==> src/gsc_pkg.sv <==
// Shared constants for the gated sixteen-bit counter.
package gsc_pkg;

  // Register bus geometry.
  localparam int unsigned ADDR_W = 8;
  localparam int unsigned DATA_W = 32;

  // Register byte addresses.
  localparam logic [7:0] OFF_CTRL  = 8'h00; // counter_control
  localparam logic [7:0] OFF_GATE  = 8'h04; // gate_control
  localparam logic [7:0] OFF_CNTL  = 8'h08; // count_low_byte
  localparam logic [7:0] OFF_CNTH  = 8'h0c; // count_high_byte
  localparam logic [7:0] OFF_CCP   = 8'h10; // capture_compare_pair
  localparam logic [7:0] OFF_CMODE = 8'h14; // capture/compare mode
  localparam logic [7:0] OFF_FLAGS = 8'h18; // peripheral_flag_reg
  localparam logic [7:0] OFF_IEN   = 8'h1c; // enables and irq control

  // Field positions of counter_control.
  localparam int unsigned CTRL_RUN   = 0;
  localparam int unsigned CTRL_SKIP  = 2;
  localparam int unsigned CTRL_XTAL  = 3;
  localparam int unsigned CTRL_PS_LO = 4;
  localparam int unsigned CTRL_CS_LO = 6;

  // Field positions of gate_control.
  localparam int unsigned GATE_ARM = 3;
  localparam int unsigned GATE_NOW = 2;
  localparam int unsigned GATE_SPM = 4;
  localparam int unsigned GATE_TGL = 5;
  localparam int unsigned GATE_POL = 6;
  localparam int unsigned GATE_EN  = 7;

  // Field positions of mode, flag and enable registers.
  localparam int unsigned MODE_CAP  = 0;
  localparam int unsigned MODE_CMP  = 1;
  localparam int unsigned MODE_TRIG = 2;
  localparam int unsigned FLAG_OVF  = 0;
  localparam int unsigned FLAG_GEV  = 1;
  localparam int unsigned FLAG_CMP  = 2;
  localparam int unsigned IEN_OVF   = 0;
  localparam int unsigned IEN_GEV   = 1;
  localparam int unsigned IEN_PERI  = 2;
  localparam int unsigned IEN_GLOB  = 3;

  // Reset values and the count maximum.
  localparam logic [7:0]  CTRL_RST = 8'h00;
  localparam logic [7:0]  GATE_RST = 8'h00;
  localparam logic [15:0] CNT_RST  = 16'h0000;
  localparam logic [15:0] CCP_RST  = 16'h0000;
  localparam logic [15:0] CNT_MAX  = 16'hffff;

  // Count source codes.
  localparam logic [1:0] CS_INSTR = 2'h0;
  localparam logic [1:0] CS_SYS   = 2'h1;
  localparam logic [1:0] CS_EXT   = 2'h2;
  localparam logic [1:0] CS_SENSE = 2'h3;

  // Instruction clock is the system clock divided by four.
  localparam logic [1:0] INSTR_LAST = 2'h3;

  // Bus responses.
  localparam logic [1:0] RESP_OKAY   = 2'h0;
  localparam logic [1:0] RESP_SLVERR = 2'h2;

endpackage : gsc_pkg

==> src/gsc_counter.sv <==
// Gated sixteen-bit counter with capture/compare time base, AXI4-Lite.
// Overview of operation
// - Arm flag set after single-pulse enable opens counting on next edge.
// - Pulse trailing edge clears arm flag and blocks further gate counting.
// - Clearing single-pulse enable also clears the arm flag.
// - Toggle and single-pulse modes together count one full gate cycle.
// - Gate level status always shows current gate level, gate enable or not.
// - Falling gate level sets gate event flag and may request interrupt.
// - Gate event flag works with gate count enable cleared.
// - Counter rolls from ffff to 0000 and sets overflow flag.
// - Overflow interrupt needs run and all three enables; flag is sticky.
// - In sleep only unsynchronised external counting; overflow wakes part.
// - Capture event copies the count into the capture/compare pair.
// - Compare mode fires an event when pair equals the count.
// - Special trigger clears count without setting overflow flag.
// - Pair acts as period register under the special trigger.
// - Count byte write wins over a coincident special trigger.
// - Source select: 11 sense, 10 pin or crystal, 01 sys, 00 instr.
// - Prescale select divides by 1, 2, 4 or 8.
// - Skip-sync bit chooses sync for external sources, ignored otherwise.
// - External pin needs a falling edge before the first counted rise.
// - Counter run enables counting; clearing it clears gate toggle.
// - With gate enable, count only while gate at selected polarity.
// - Writing either count byte clears the prescale counter.
`timescale 1ns/1ps
`default_nettype none
module gsc_counter
  import gsc_pkg::*;
(
  // Clock and reset.
  input  wire logic              clk,
  input  wire logic              arst_n,
  // AXI4-Lite write address and data.
  input  wire logic [ADDR_W-1:0] awaddr,
  input  wire logic              awvalid,
  output logic                   awready,
  input  wire logic [DATA_W-1:0] wdata,
  input  wire logic [3:0]        wstrb,
  input  wire logic              wvalid,
  output logic                   wready,
  // AXI4-Lite write response.
  output logic [1:0]             bresp,
  output logic                   bvalid,
  input  wire logic              bready,
  // AXI4-Lite read.
  input  wire logic [ADDR_W-1:0] araddr,
  input  wire logic              arvalid,
  output logic                   arready,
  output logic [DATA_W-1:0]      rdata,
  output logic [1:0]             rresp,
  output logic                   rvalid,
  input  wire logic              rready,
  // Pins from outside the clock domain.
  input  wire logic              extCountPin,
  input  wire logic              crystalClk,
  input  wire logic              senseOscClk,
  input  wire logic              gatePin,
  // Same-clock system signals.
  input  wire logic              captureEvent,
  input  wire logic              sleepMode,
  // Events out.
  output logic                   compareEvent,
  output logic                   irqRequest,
  output logic                   wakeUp
);

  // Register state.
  logic [7:0]  ctrl_q;
  logic [4:1]  gateCfg_q;
  logic        arm_q;
  logic [15:0] cnt_q;
  logic [15:0] ccp_q;
  logic [2:0]  mode_q;
  logic        ovf_q, gev_q, cmpf_q;
  logic [3:0]  ien_q;

  // Bus channel state.
  logic              awPend_q, wPend_q;
  logic [ADDR_W-1:0] awAddr_q;
  logic [DATA_W-1:0] wData_q;
  logic [3:0]        wStrb_q;
  logic [DATA_W-1:0] rdata_q;

  // Input and edge state.
  logic [3:0] pinSync;
  logic [3:0] pinPrev_q;
  logic [1:0] div_q;
  logic       extPrimed_q, rawDly_q;
  logic       gateInPrev_q, gateSrcPrev_q, gateLvlPrev_q;
  logic       toggle_q, spOpen_q, cmpPrev_q;

  // True when an address selects the given register.
  function automatic logic regHit(input logic [ADDR_W-1:0] a,
                                  input logic [7:0] off);
    regHit = (a[7:2] == off[7:2]);
  endfunction : regHit

  // True when an address selects any implemented register.
  function automatic logic mapped(input logic [ADDR_W-1:0] a);
    mapped = (a[7:2] <= OFF_IEN[7:2]);
  endfunction : mapped

  gsc_sync #(.W(4)) uSync (
    .clk     (clk),
    .arst_n  (arst_n),
    .asyncIn ({gatePin, senseOscClk, crystalClk, extCountPin}),
    .syncOut (pinSync)
  );

  // Control fields.
  wire       run      = ctrl_q[CTRL_RUN];
  wire       skipSync = ctrl_q[CTRL_SKIP];
  wire       xtalEn   = ctrl_q[CTRL_XTAL];
  wire [1:0] psSel    = ctrl_q[CTRL_PS_LO +: 2];
  wire [1:0] csSel    = ctrl_q[CTRL_CS_LO +: 2];
  wire       gateEn   = gateCfg_q[GATE_EN - 3];
  wire       gatePol  = gateCfg_q[GATE_POL - 3];
  wire       tglEn    = gateCfg_q[GATE_TGL - 3];
  wire       spmEn    = gateCfg_q[GATE_SPM - 3];

  // Bus write decode.
  wire doWrite = awPend_q && wPend_q && !bvalid;
  wire wrCtrl  = doWrite && regHit(awAddr_q, OFF_CTRL)  && wStrb_q[0];
  wire wrGate  = doWrite && regHit(awAddr_q, OFF_GATE)  && wStrb_q[0];
  wire wrCntL  = doWrite && regHit(awAddr_q, OFF_CNTL)  && wStrb_q[0];
  wire wrCntH  = doWrite && regHit(awAddr_q, OFF_CNTH)  && wStrb_q[0];
  wire wrCcpL  = doWrite && regHit(awAddr_q, OFF_CCP)   && wStrb_q[0];
  wire wrCcpH  = doWrite && regHit(awAddr_q, OFF_CCP)   && wStrb_q[1];
  wire wrMode  = doWrite && regHit(awAddr_q, OFF_CMODE) && wStrb_q[0];
  wire wrFlags = doWrite && regHit(awAddr_q, OFF_FLAGS) && wStrb_q[0];
  wire wrIen   = doWrite && regHit(awAddr_q, OFF_IEN)   && wStrb_q[0];
  wire wrCnt   = wrCntL || wrCntH;

  // Source edges from the synchronised pins.
  wire extRise   = pinSync[0] && !pinPrev_q[0];
  wire extFall   = !pinSync[0] && pinPrev_q[0];
  wire xtalRise  = pinSync[1] && !pinPrev_q[1];
  wire senseRise = pinSync[2] && !pinPrev_q[2];
  wire instrTick = (div_q == INSTR_LAST);
  wire extTick   = xtalEn ? xtalRise : (extRise && extPrimed_q);
  wire rawTick   = csSel[0] ? senseRise : extTick;
  // External sources get an extra sampling stage unless skipped.
  wire outerTick = skipSync ? rawTick : rawDly_q;
  wire srcTick   = (csSel == CS_INSTR) ? instrTick :
                   (csSel == CS_SYS)   ? 1'b1 : outerTick;

  // Gate path: polarity, toggle stage, single-pulse stage.
  wire gateIn    = gatePol ? pinSync[3] : !pinSync[3];
  wire gateInUp  = gateIn && !gateInPrev_q;
  wire gateSrc   = tglEn ? toggle_q : gateIn;
  wire gateSrcUp = gateSrc && !gateSrcPrev_q;
  wire gateSrcDn = !gateSrc && gateSrcPrev_q;
  wire spDone    = spmEn && spOpen_q && gateSrcDn;
  wire gateLevel = spmEn ? spOpen_q : gateSrc;
  wire gateFell  = !gateLevel && gateLvlPrev_q;

  // Count enable and increment.
  wire sleepOk  = !sleepMode || (csSel[1] && skipSync);
  wire countOn  = run && sleepOk && (!gateEn || gateLevel);
  wire inc;
  gsc_prescaler uPresc (
    .clk    (clk),
    .arst_n (arst_n),
    .clear  (wrCnt),
    .sel    (psSel),
    .tick   (srcTick && countOn),
    .inc    (inc)
  );

  // Compare and trigger decode.
  wire cmpHit   = mode_q[MODE_CMP] && (cnt_q == ccp_q);
  wire cmpFire  = cmpHit && !cmpPrev_q;
  wire trig     = cmpFire && mode_q[MODE_TRIG];
  wire rollOver = inc && (cnt_q == CNT_MAX) && !trig;
  wire capTake  = captureEvent && mode_q[MODE_CAP];

  // Interrupt and wake requests.
  wire ovfReq = run && ovf_q && ien_q[IEN_OVF] && ien_q[IEN_PERI];
  wire gevReq = gev_q && ien_q[IEN_GEV] && ien_q[IEN_PERI];
  assign irqRequest   = (ovfReq || gevReq) && ien_q[IEN_GLOB];
  assign wakeUp       = sleepMode && ovfReq;
  assign compareEvent = cmpFire;

  // Bus handshakes.
  assign awready = !awPend_q && !bvalid;
  assign wready  = !wPend_q && !bvalid;
  assign arready = !rvalid;
  assign rdata   = rdata_q;

  // Read data selection.
  logic [DATA_W-1:0] rdMux;
  always_comb
  begin
    rdMux = '0;
    if (regHit(araddr, OFF_CTRL))
      rdMux[7:0] = ctrl_q & 8'hfd;
    else if (regHit(araddr, OFF_GATE))
      rdMux[7:0] = {gateCfg_q, arm_q, gateLevel, 2'h0};
    else if (regHit(araddr, OFF_CNTL))
      rdMux[7:0] = cnt_q[7:0];
    else if (regHit(araddr, OFF_CNTH))
      rdMux[7:0] = cnt_q[15:8];
    else if (regHit(araddr, OFF_CCP))
      rdMux[15:0] = ccp_q;
    else if (regHit(araddr, OFF_CMODE))
      rdMux[2:0] = mode_q;
    else if (regHit(araddr, OFF_FLAGS))
      rdMux[2:0] = {cmpf_q, gev_q, ovf_q};
    else if (regHit(araddr, OFF_IEN))
      rdMux[3:0] = ien_q;
  end

  // Bus write channel state.
  always_ff @(posedge clk or negedge arst_n)
  begin
    if (!arst_n)
    begin
      awPend_q <= 1'b0;
      wPend_q  <= 1'b0;
      awAddr_q <= '0;
      wData_q  <= '0;
      wStrb_q  <= 4'h0;
      bvalid   <= 1'b0;
      bresp    <= RESP_OKAY;
    end
    else
    begin
      if (awvalid && awready)
      begin
        awPend_q <= 1'b1;
        awAddr_q <= awaddr;
      end
      if (wvalid && wready)
      begin
        wPend_q <= 1'b1;
        wData_q <= wdata;
        wStrb_q <= wstrb;
      end
      if (doWrite)
      begin
        awPend_q <= 1'b0;
        wPend_q  <= 1'b0;
        bvalid   <= 1'b1;
        bresp    <= mapped(awAddr_q) ? RESP_OKAY : RESP_SLVERR;
      end
      else if (bvalid && bready)
        bvalid <= 1'b0;
    end
  end

  // Bus read channel state.
  always_ff @(posedge clk or negedge arst_n)
  begin
    if (!arst_n)
    begin
      rvalid  <= 1'b0;
      rdata_q <= '0;
      rresp   <= RESP_OKAY;
    end
    else if (arvalid && arready)
    begin
      rvalid  <= 1'b1;
      rdata_q <= rdMux;
      rresp   <= mapped(araddr) ? RESP_OKAY : RESP_SLVERR;
    end
    else if (rvalid && rready)
      rvalid <= 1'b0;
  end

  // Configuration registers.
  always_ff @(posedge clk or negedge arst_n)
  begin
    if (!arst_n)
    begin
      ctrl_q    <= CTRL_RST;
      gateCfg_q <= GATE_RST[7:4];
      mode_q    <= 3'h0;
      ien_q     <= 4'h0;
    end
    else
    begin
      if (wrCtrl)
        ctrl_q <= wData_q[7:0] & 8'hfd;
      if (wrGate)
        gateCfg_q <= wData_q[7:4];
      if (wrMode)
        mode_q <= wData_q[2:0];
      if (wrIen)
        ien_q <= wData_q[3:0];
    end
  end

  // Single-pulse arm flag and pulse window.
  always_ff @(posedge clk or negedge arst_n)
  begin
    if (!arst_n)
    begin
      arm_q    <= 1'b0;
      spOpen_q <= 1'b0;
    end
    else
    begin
      if (wrGate)
        arm_q <= wData_q[GATE_ARM] && wData_q[GATE_SPM];
      else if (spDone)
        arm_q <= 1'b0;
      if (!spmEn || spDone)
        spOpen_q <= 1'b0;
      else if (arm_q && gateSrcUp)
        spOpen_q <= 1'b1;
    end
  end

  // Edge history, toggle stage and instruction clock divider.
  always_ff @(posedge clk or negedge arst_n)
  begin
    if (!arst_n)
    begin
      pinPrev_q     <= 4'h0;
      div_q         <= 2'h0;
      extPrimed_q   <= 1'b0;
      rawDly_q      <= 1'b0;
      gateInPrev_q  <= 1'b0;
      gateSrcPrev_q <= 1'b0;
      gateLvlPrev_q <= 1'b0;
      toggle_q      <= 1'b0;
      cmpPrev_q     <= 1'b0;
    end
    else
    begin
      pinPrev_q     <= pinSync;
      div_q         <= 2'(div_q + 2'h1);
      rawDly_q      <= rawTick;
      gateInPrev_q  <= gateIn;
      gateSrcPrev_q <= gateSrc;
      gateLvlPrev_q <= gateLevel;
      cmpPrev_q     <= cmpHit;
      if (!run || csSel != CS_EXT)
        extPrimed_q <= 1'b0;
      else if (extFall)
        extPrimed_q <= 1'b1;
      if (!run || !tglEn)
        toggle_q <= 1'b0;
      else if (gateInUp)
        toggle_q <= !toggle_q;
    end
  end

  // Count, capture/compare pair and flags.
  always_ff @(posedge clk or negedge arst_n)
  begin
    if (!arst_n)
    begin
      cnt_q  <= CNT_RST;
      ccp_q  <= CCP_RST;
      ovf_q  <= 1'b0;
      gev_q  <= 1'b0;
      cmpf_q <= 1'b0;
    end
    else
    begin
      if (wrCnt)
      begin
        if (wrCntL)
          cnt_q[7:0] <= wData_q[7:0];
        if (wrCntH)
          cnt_q[15:8] <= wData_q[7:0];
      end
      else if (trig)
        cnt_q <= CNT_RST;
      else if (inc)
        cnt_q <= 16'(cnt_q + 16'h1);
      if (capTake)
        ccp_q <= cnt_q;
      else
      begin
        if (wrCcpL)
          ccp_q[7:0] <= wData_q[7:0];
        if (wrCcpH)
          ccp_q[15:8] <= wData_q[15:8];
      end
      // Hardware sets win over a software clear in the same cycle.
      ovf_q  <= (rollOver && !wrCnt) ||
                (ovf_q && !(wrFlags && wData_q[FLAG_OVF]));
      gev_q  <= gateFell ||
                (gev_q && !(wrFlags && wData_q[FLAG_GEV]));
      cmpf_q <= cmpFire ||
                (cmpf_q && !(wrFlags && wData_q[FLAG_CMP]));
    end
  end

  chk_arm_needs_spm: assert property (@(posedge clk) disable iff (!arst_n)
    arm_q |-> spmEn)
    else $error("arm flag set without single-pulse mode");
  chk_pulse_done: assert property (@(posedge clk) disable iff (!arst_n)
    (spDone && !wrGate) |=> (!arm_q && !spOpen_q))
    else $error("arm flag not cleared at pulse end");
  chk_rollover_flag: assert property (@(posedge clk) disable iff (!arst_n)
    (rollOver && !wrCnt) |=> (cnt_q == 16'h0000) && ovf_q)
    else $error("rollover did not clear count and set flag");
  chk_trig_no_ovf: assert property (@(posedge clk) disable iff (!arst_n)
    (trig && !wrCnt && !ovf_q) |=> (cnt_q == 16'h0000) && !ovf_q)
    else $error("special trigger misbehaved");
  chk_write_wins: assert property (@(posedge clk) disable iff (!arst_n)
    (trig && wrCntL) |=> (cnt_q[7:0] == $past(wData_q[7:0])))
    else $error("count write lost to trigger");
  chk_gate_event: assert property (@(posedge clk) disable iff (!arst_n)
    gateFell |=> gev_q)
    else $error("gate event flag not set");
  chk_gate_hold: assert property (@(posedge clk) disable iff (!arst_n)
    (gateEn && !gateLevel && !wrCnt && !trig) |=> $stable(cnt_q))
    else $error("count moved while gate inactive");
  chk_run_toggle: assert property (@(posedge clk) disable iff (!arst_n)
    !run |=> !toggle_q)
    else $error("toggle stage not cleared while stopped");
  chk_capture_copy: assert property (@(posedge clk) disable iff (!arst_n)
    capTake |=> (ccp_q == $past(cnt_q)))
    else $error("capture did not copy count");
  chk_ovf_sticky: assert property (@(posedge clk) disable iff (!arst_n)
    (ovf_q && !(wrFlags && wData_q[FLAG_OVF])) |=> ovf_q)
    else $error("overflow flag dropped without clear");

endmodule : gsc_counter
`default_nettype wire

==> src/gsc_sync.sv <==
// Two flip-flop synchroniser for inputs from outside the clock domain.
`timescale 1ns/1ps
`default_nettype none
module gsc_sync
  import gsc_pkg::*;
#(
  parameter int unsigned W = 1
)(
  // Clock and reset.
  input  wire logic         clk,
  input  wire logic         arst_n,
  // Asynchronous levels in, synchronised levels out.
  input  wire logic [W-1:0] asyncIn,
  output logic      [W-1:0] syncOut
);

  logic [W-1:0] meta_q;

  // The first stage is read only by the second stage.
  always_ff @(posedge clk or negedge arst_n)
  begin
    if (!arst_n)
    begin
      meta_q  <= '0;
      syncOut <= '0;
    end
    else
    begin
      meta_q  <= asyncIn;
      syncOut <= meta_q;
    end
  end

endmodule : gsc_sync
`default_nettype wire

==> src/gsc_prescaler.sv <==
// Hidden prescale counter dividing count ticks by 1, 2, 4 or 8.
`timescale 1ns/1ps
`default_nettype none
module gsc_prescaler
  import gsc_pkg::*;
(
  // Clock and reset.
  input  wire logic       clk,
  input  wire logic       arst_n,
  // Control.
  input  wire logic       clear,
  input  wire logic [1:0] sel,
  // Tick in, increment out.
  input  wire logic       tick,
  output logic            inc
);

  logic [2:0] cnt_q;
  logic [2:0] cnt_d;
  logic [2:0] last;

  // Last count value for the selected ratio.
  assign last  = 3'((4'h1 << sel) - 4'h1);
  assign inc   = tick && (cnt_q == last);
  assign cnt_d = inc ? 3'h0 : 3'(cnt_q + 3'h1);

  // Counter is cleared by a count byte write.
  always_ff @(posedge clk or negedge arst_n)
  begin
    if (!arst_n)
      cnt_q <= 3'h0;
    else if (clear)
      cnt_q <= 3'h0;
    else if (tick)
      cnt_q <= cnt_d;
  end

  chk_presc_clear: assert property (@(posedge clk) disable iff (!arst_n)
    clear |=> (cnt_q == 3'h0))
    else $error("prescale counter not cleared");

endmodule : gsc_prescaler
`default_nettype wire

==> config.mk <==
export PLATFORM = sky130hd
export DESIGN_NAME = gsc_counter
export DESIGN_NICKNAME = d
export VERILOG_FILES = /design/src/gsc_pkg.sv /design/src/gsc_counter.sv /design/src/gsc_sync.sv /design/src/gsc_prescaler.sv
export SDC_FILE = /design/constraint.sdc
export NUM_CORES = 1
export LEC_CHECK = 0
export BUFFER_PORTS_ARGS = -buffer_cell sky130_fd_sc_hd__buf_2
export CORE_AREA = 2 2 93 131
export CTS_CLUSTER_SIZE = 25
export DETAILED_ROUTE_END_ITERATION = 8
export DIE_AREA = 0 0 95 133
export PLACE_DENSITY_LB_ADDON = 0.25
export RECOVER_POWER = 25
export REMOVE_ABC_BUFFERS = 1
export SYNTH_ARGS = -nofsm -noshare
export SYNTH_HDL_FRONTEND = slang
export SYNTH_HIERARCHICAL = 1
export SYNTH_SLANG_ARGS = --single-unit
==> constraint.sdc <==
create_clock -name clk -period 5.65 [get_ports clk]
set_input_delay 0.8475 -clock clk [delete_from_list [all_inputs] [get_ports clk]]
set_output_delay 0.8475 -clock clk [all_outputs]
set_load 0.1 [all_outputs]
==> flow_summary.toml <==
[outcome]
outcome = "completed"

[synthesis]
ys_ff_latch = 124
synth.most_common_cell = "dfrtp_1"
top_post_synthesis_cells_by_count = "dfrtp_1 (124), nand2_1 (53), mux2_2 (42)"
synth.yosys.warnings = 6
synth_top_area_share_pct = 49.87
synth_area_per_cell_sq_um = 10.71
async_flop_share_pct = 100.0
synth-edff-count = 0
seq_area_frac_synth_pct = 49.87
netlist_area_sq_mm = 0.006222
syn-instance-count = 581
synth_area_leaders = "dfrtp_1 (50%), mux2_2 (7.6%), mux2i_1 (3.2%), nand2_1 (3.2%), o21ai_0 (2.9%)"
synth_cell_type_count = 65
synth_top_area_cell = "dfrtp_1"
yosys_most_used_dff = "dfrtp_1"

[critical_path]
critPathLaunch = "gateCfg_q[3]$_DFFE_PN0P_"
worstSetupStartpointType = "register"
critical_path_required_ps = 5950
rr_startpoint = "gateCfg_q[3]$_DFFE_PN0P_"
ff2ff_path_depth = 9
r2r_setup_slack_ps = 2060
path_max_fanout = 7
timing.setup.critical_path_class = "reg -> reg"
worst_ep_arrival_time_ps = 3890
worst_r2r_endpoint = "cnt_q[12]$_DFFE_PN0P_"
endpoint_kind = "register"

[place]
detailedPlacementHpwl_um = 11250
placement.io_buffers = 68
place_congestion = 0.9203
placement.cell_area_sq_mm = 0.006574
placed_cells = 771

[finish]
filler_cell_count = 959
synthToLayoutAreaGrowth_pct = 14.76
final_net_count = 711
final-seq-area_sq_mm = 0.003103
final-instance-count-excl-fill = 803
insertedDiodeCount = 0
multiInputGateArea_sq_mm = 0.002858
final_design_area_no_fill_sq_mm = 0.007141
utilization_pct = 61.64
share_of_final_layout_standard_cells_stronger_than_drive_strength_1_pct = 25.00

[hold_path]
hold-path-cell-count = 0
hold-path-endpoint = "uSync/syncOut[1]$_DFF_PN0_"
min-delay-path-class = "reg -> reg"
min-delay-start = "uSync/meta_q[1]$_DFF_PN0_"

[power_and_ir_drop]
power_frac_clock_pct = 30.8
netSwitchingPower_mw = 1.305
intPower_mw = 2.066
power.share.combinational_pct = 25.8
proportion_of_total_power_due_to_net_switching_pct = 38.72
sequential_share_of_power_pct = 43.4
vdd_drop_max_uv = 262.6
power.density_mw_per_mm2 = 472.1
power_leakage_nw = 3.355

[routing]
vias = 4800
drtIter0Drc = 350
final_antenna_net_count = 0
drc_errors = 0
routedWlPerCell_um = 19.64
first_drt_pass_iteration_count = 5
routed_wirelength_um = 15770
drt-vias-per-instance = 5.978

[timing]
final_hold_viol_count = 0
final-max-slew-violation-count = 0
finalCritPeriodShare_pct = 63.60
finalClockSkew_ps = 7.227
worst_slew_pin_slew_ps = 1129
fin_tns_setup_ps = 0
final_period_minus_worst_setup_slack_ps = 3594
rsz_0062_raised_after_global_routing = "no"
timing.fmax_ghz = 0.2783
fin_hold_ws_ps = 349.1
worst_slew_margin_rel_pct = 24.57
finalSetupViolations = 0

[global_route]
grt-ovfl-total = 0
grt.total_usage_pct = 26.66
grt_max_degree = 81
initial_antenna_violation_count = 0
grt_pass1_vias = 4904
first_pass_grt_wire_length_um = 25300

[clock_tree]
postCtsResizedCells = 0
postCtsSetupRepairBufs = 0
h_tree_depth = 4
cts_root_buffer = "clkbuf_16"
cts_max_path_buffers = 2
clock_sinks = 124
cts-buffers-inserted = 17
clock_latency_ps = 420
post_cts_hold_buffer_count = 0
tritoncts = "built"
cts.clk_slew.worst_paths_ps = 60

[floorplanning]
row_count = 47
die_area_sq_mm = 0.01264
start_util_pct = 53.71
io_count = 109
core_area_sq_mm = 0.01158
die_h_um = 133
dieWidth_um = 95

[flow_run]
drv.max_cap_violation_count = 0
## stage by stage
step	power (mW)	setup WS (ps)
after floorplan	2.023	2260
after global placement	2.292	2179
after detailed placement	2.337	2101
after CTS	3.385	2018
after global routing	3.539	1674
final	3.371	2056
## state kept, by name, summed over array words and instances, names as in the netlist, 2 cells and up
| signal | flops |
|---|---|
| div_q | 2 |
| cnt_q | 16 |
| ien_q | 4 |
| wStrb_q | 2 |
| mode_q | 3 |
| awAddr_q | 6 |
| uPresc/cnt_q | 3 |
| pinPrev_q | 3 |
| rdata | 16 |
| gateCfg_q | 4 |
| uSync/meta_q | 4 |
| ctrl_q | 7 |
| uSync/syncOut | 4 |
| wData_q | 16 |
| ccp_q | 16 |
## critical path: stages (launching register included)
cell      delay [ps]
dfrtp_1          420
xor2_1           200
o21ai_0          350
mux2i_1          230
a221oi_1         860
o21a_1           390
inv_1            210
or2_2            360
o41ai_1          340
o22ai_1          120
## logic make-up (layout without fill, tap and decap cells)
kind of cell    after synthesis  count (layout)  synth area share, %
simple gates                164             164                13.11
other cells                   1              18              0.06027
compound gates              141             141                15.46
fa+ha+maj                     3               3               0.6033
buf+inv                      63             121                5.228
flops                       124             124                49.87
xor+xnor                     16              16                2.252
mux                          69              69                13.41
## layout make-up
class,instances,area share (%)
clock buffer,17,5.958
clock inverter,15,1.980
inverter,19,0.9988
multi-input combinational,411,40.02
sequential,124,43.46
tap,147,2.576
timing repair buffer,70,5.011
## per-layer routing
metal / track usage [%] / vias to the layer above / wire (um)
li1: - / 2198 / -
met1: 32.43 / 2368 / 6387
met2: 44.44 / 187 / 8056
met3: 4.613 / 47 / 735
met4: 14.41 / 0 / 591
met5: 0 / - / 0
## power groups by stage
stage	logic, mW	clock network [mW]	registers, mW
floorplan	0.627	0	1.40
global placement	0.834	0	1.46
detailed placement	0.865	0	1.47
CTS	0.872	1.05	1.46
global route	0.947	1.10	1.49
finish	0.869	1.04	1.46
## layout by cell type (no fill, tap or decap), drive strengths merged, types with 3 or more instances in the layout
cell type    n
a21boi       5
a21oi       29
a22o         9
a22oi        7
a2bb2oi      3
a31oi        9
a41oi        3
and2         3
and3         3
buf         70
clkbuf      17
clkinvlp     4
conb        18
dfrtp      124
ha           3
inv         30
mux2        42
mux2i       20
mux4         7
nand2       54
nand2b       8
nand3       17
nand3b       3
nand4        3
nor2        34
nor2b        9
nor3        10
nor3b        5
nor4         5
o211ai       4
o21a         4
o21ai       39
o22ai        6
o31ai        7
o41ai        3
or3          4
xnor2        6
xor2        10
## worst max-delay path by stage
| stage | end | cells after the start |
|---|---|---|
| 2_1_floorplan | wData_q[0]$_DFFE_PN0P_ | 3 |
| 3_3_place_gp | cnt_q[12]$_DFFE_PN0P_ | 9 |
| 3_5_place_dp | cnt_q[12]$_DFFE_PN0P_ | 9 |
| 4_1_cts | cnt_q[12]$_DFFE_PN0P_ | 9 |
| 5_1_grt | cnt_q[12]$_DFFE_PN0P_ | 9 |
| 6_report | cnt_q[12]$_DFFE_PN0P_ | 9 |
Power figures use the tool's default switching activity.
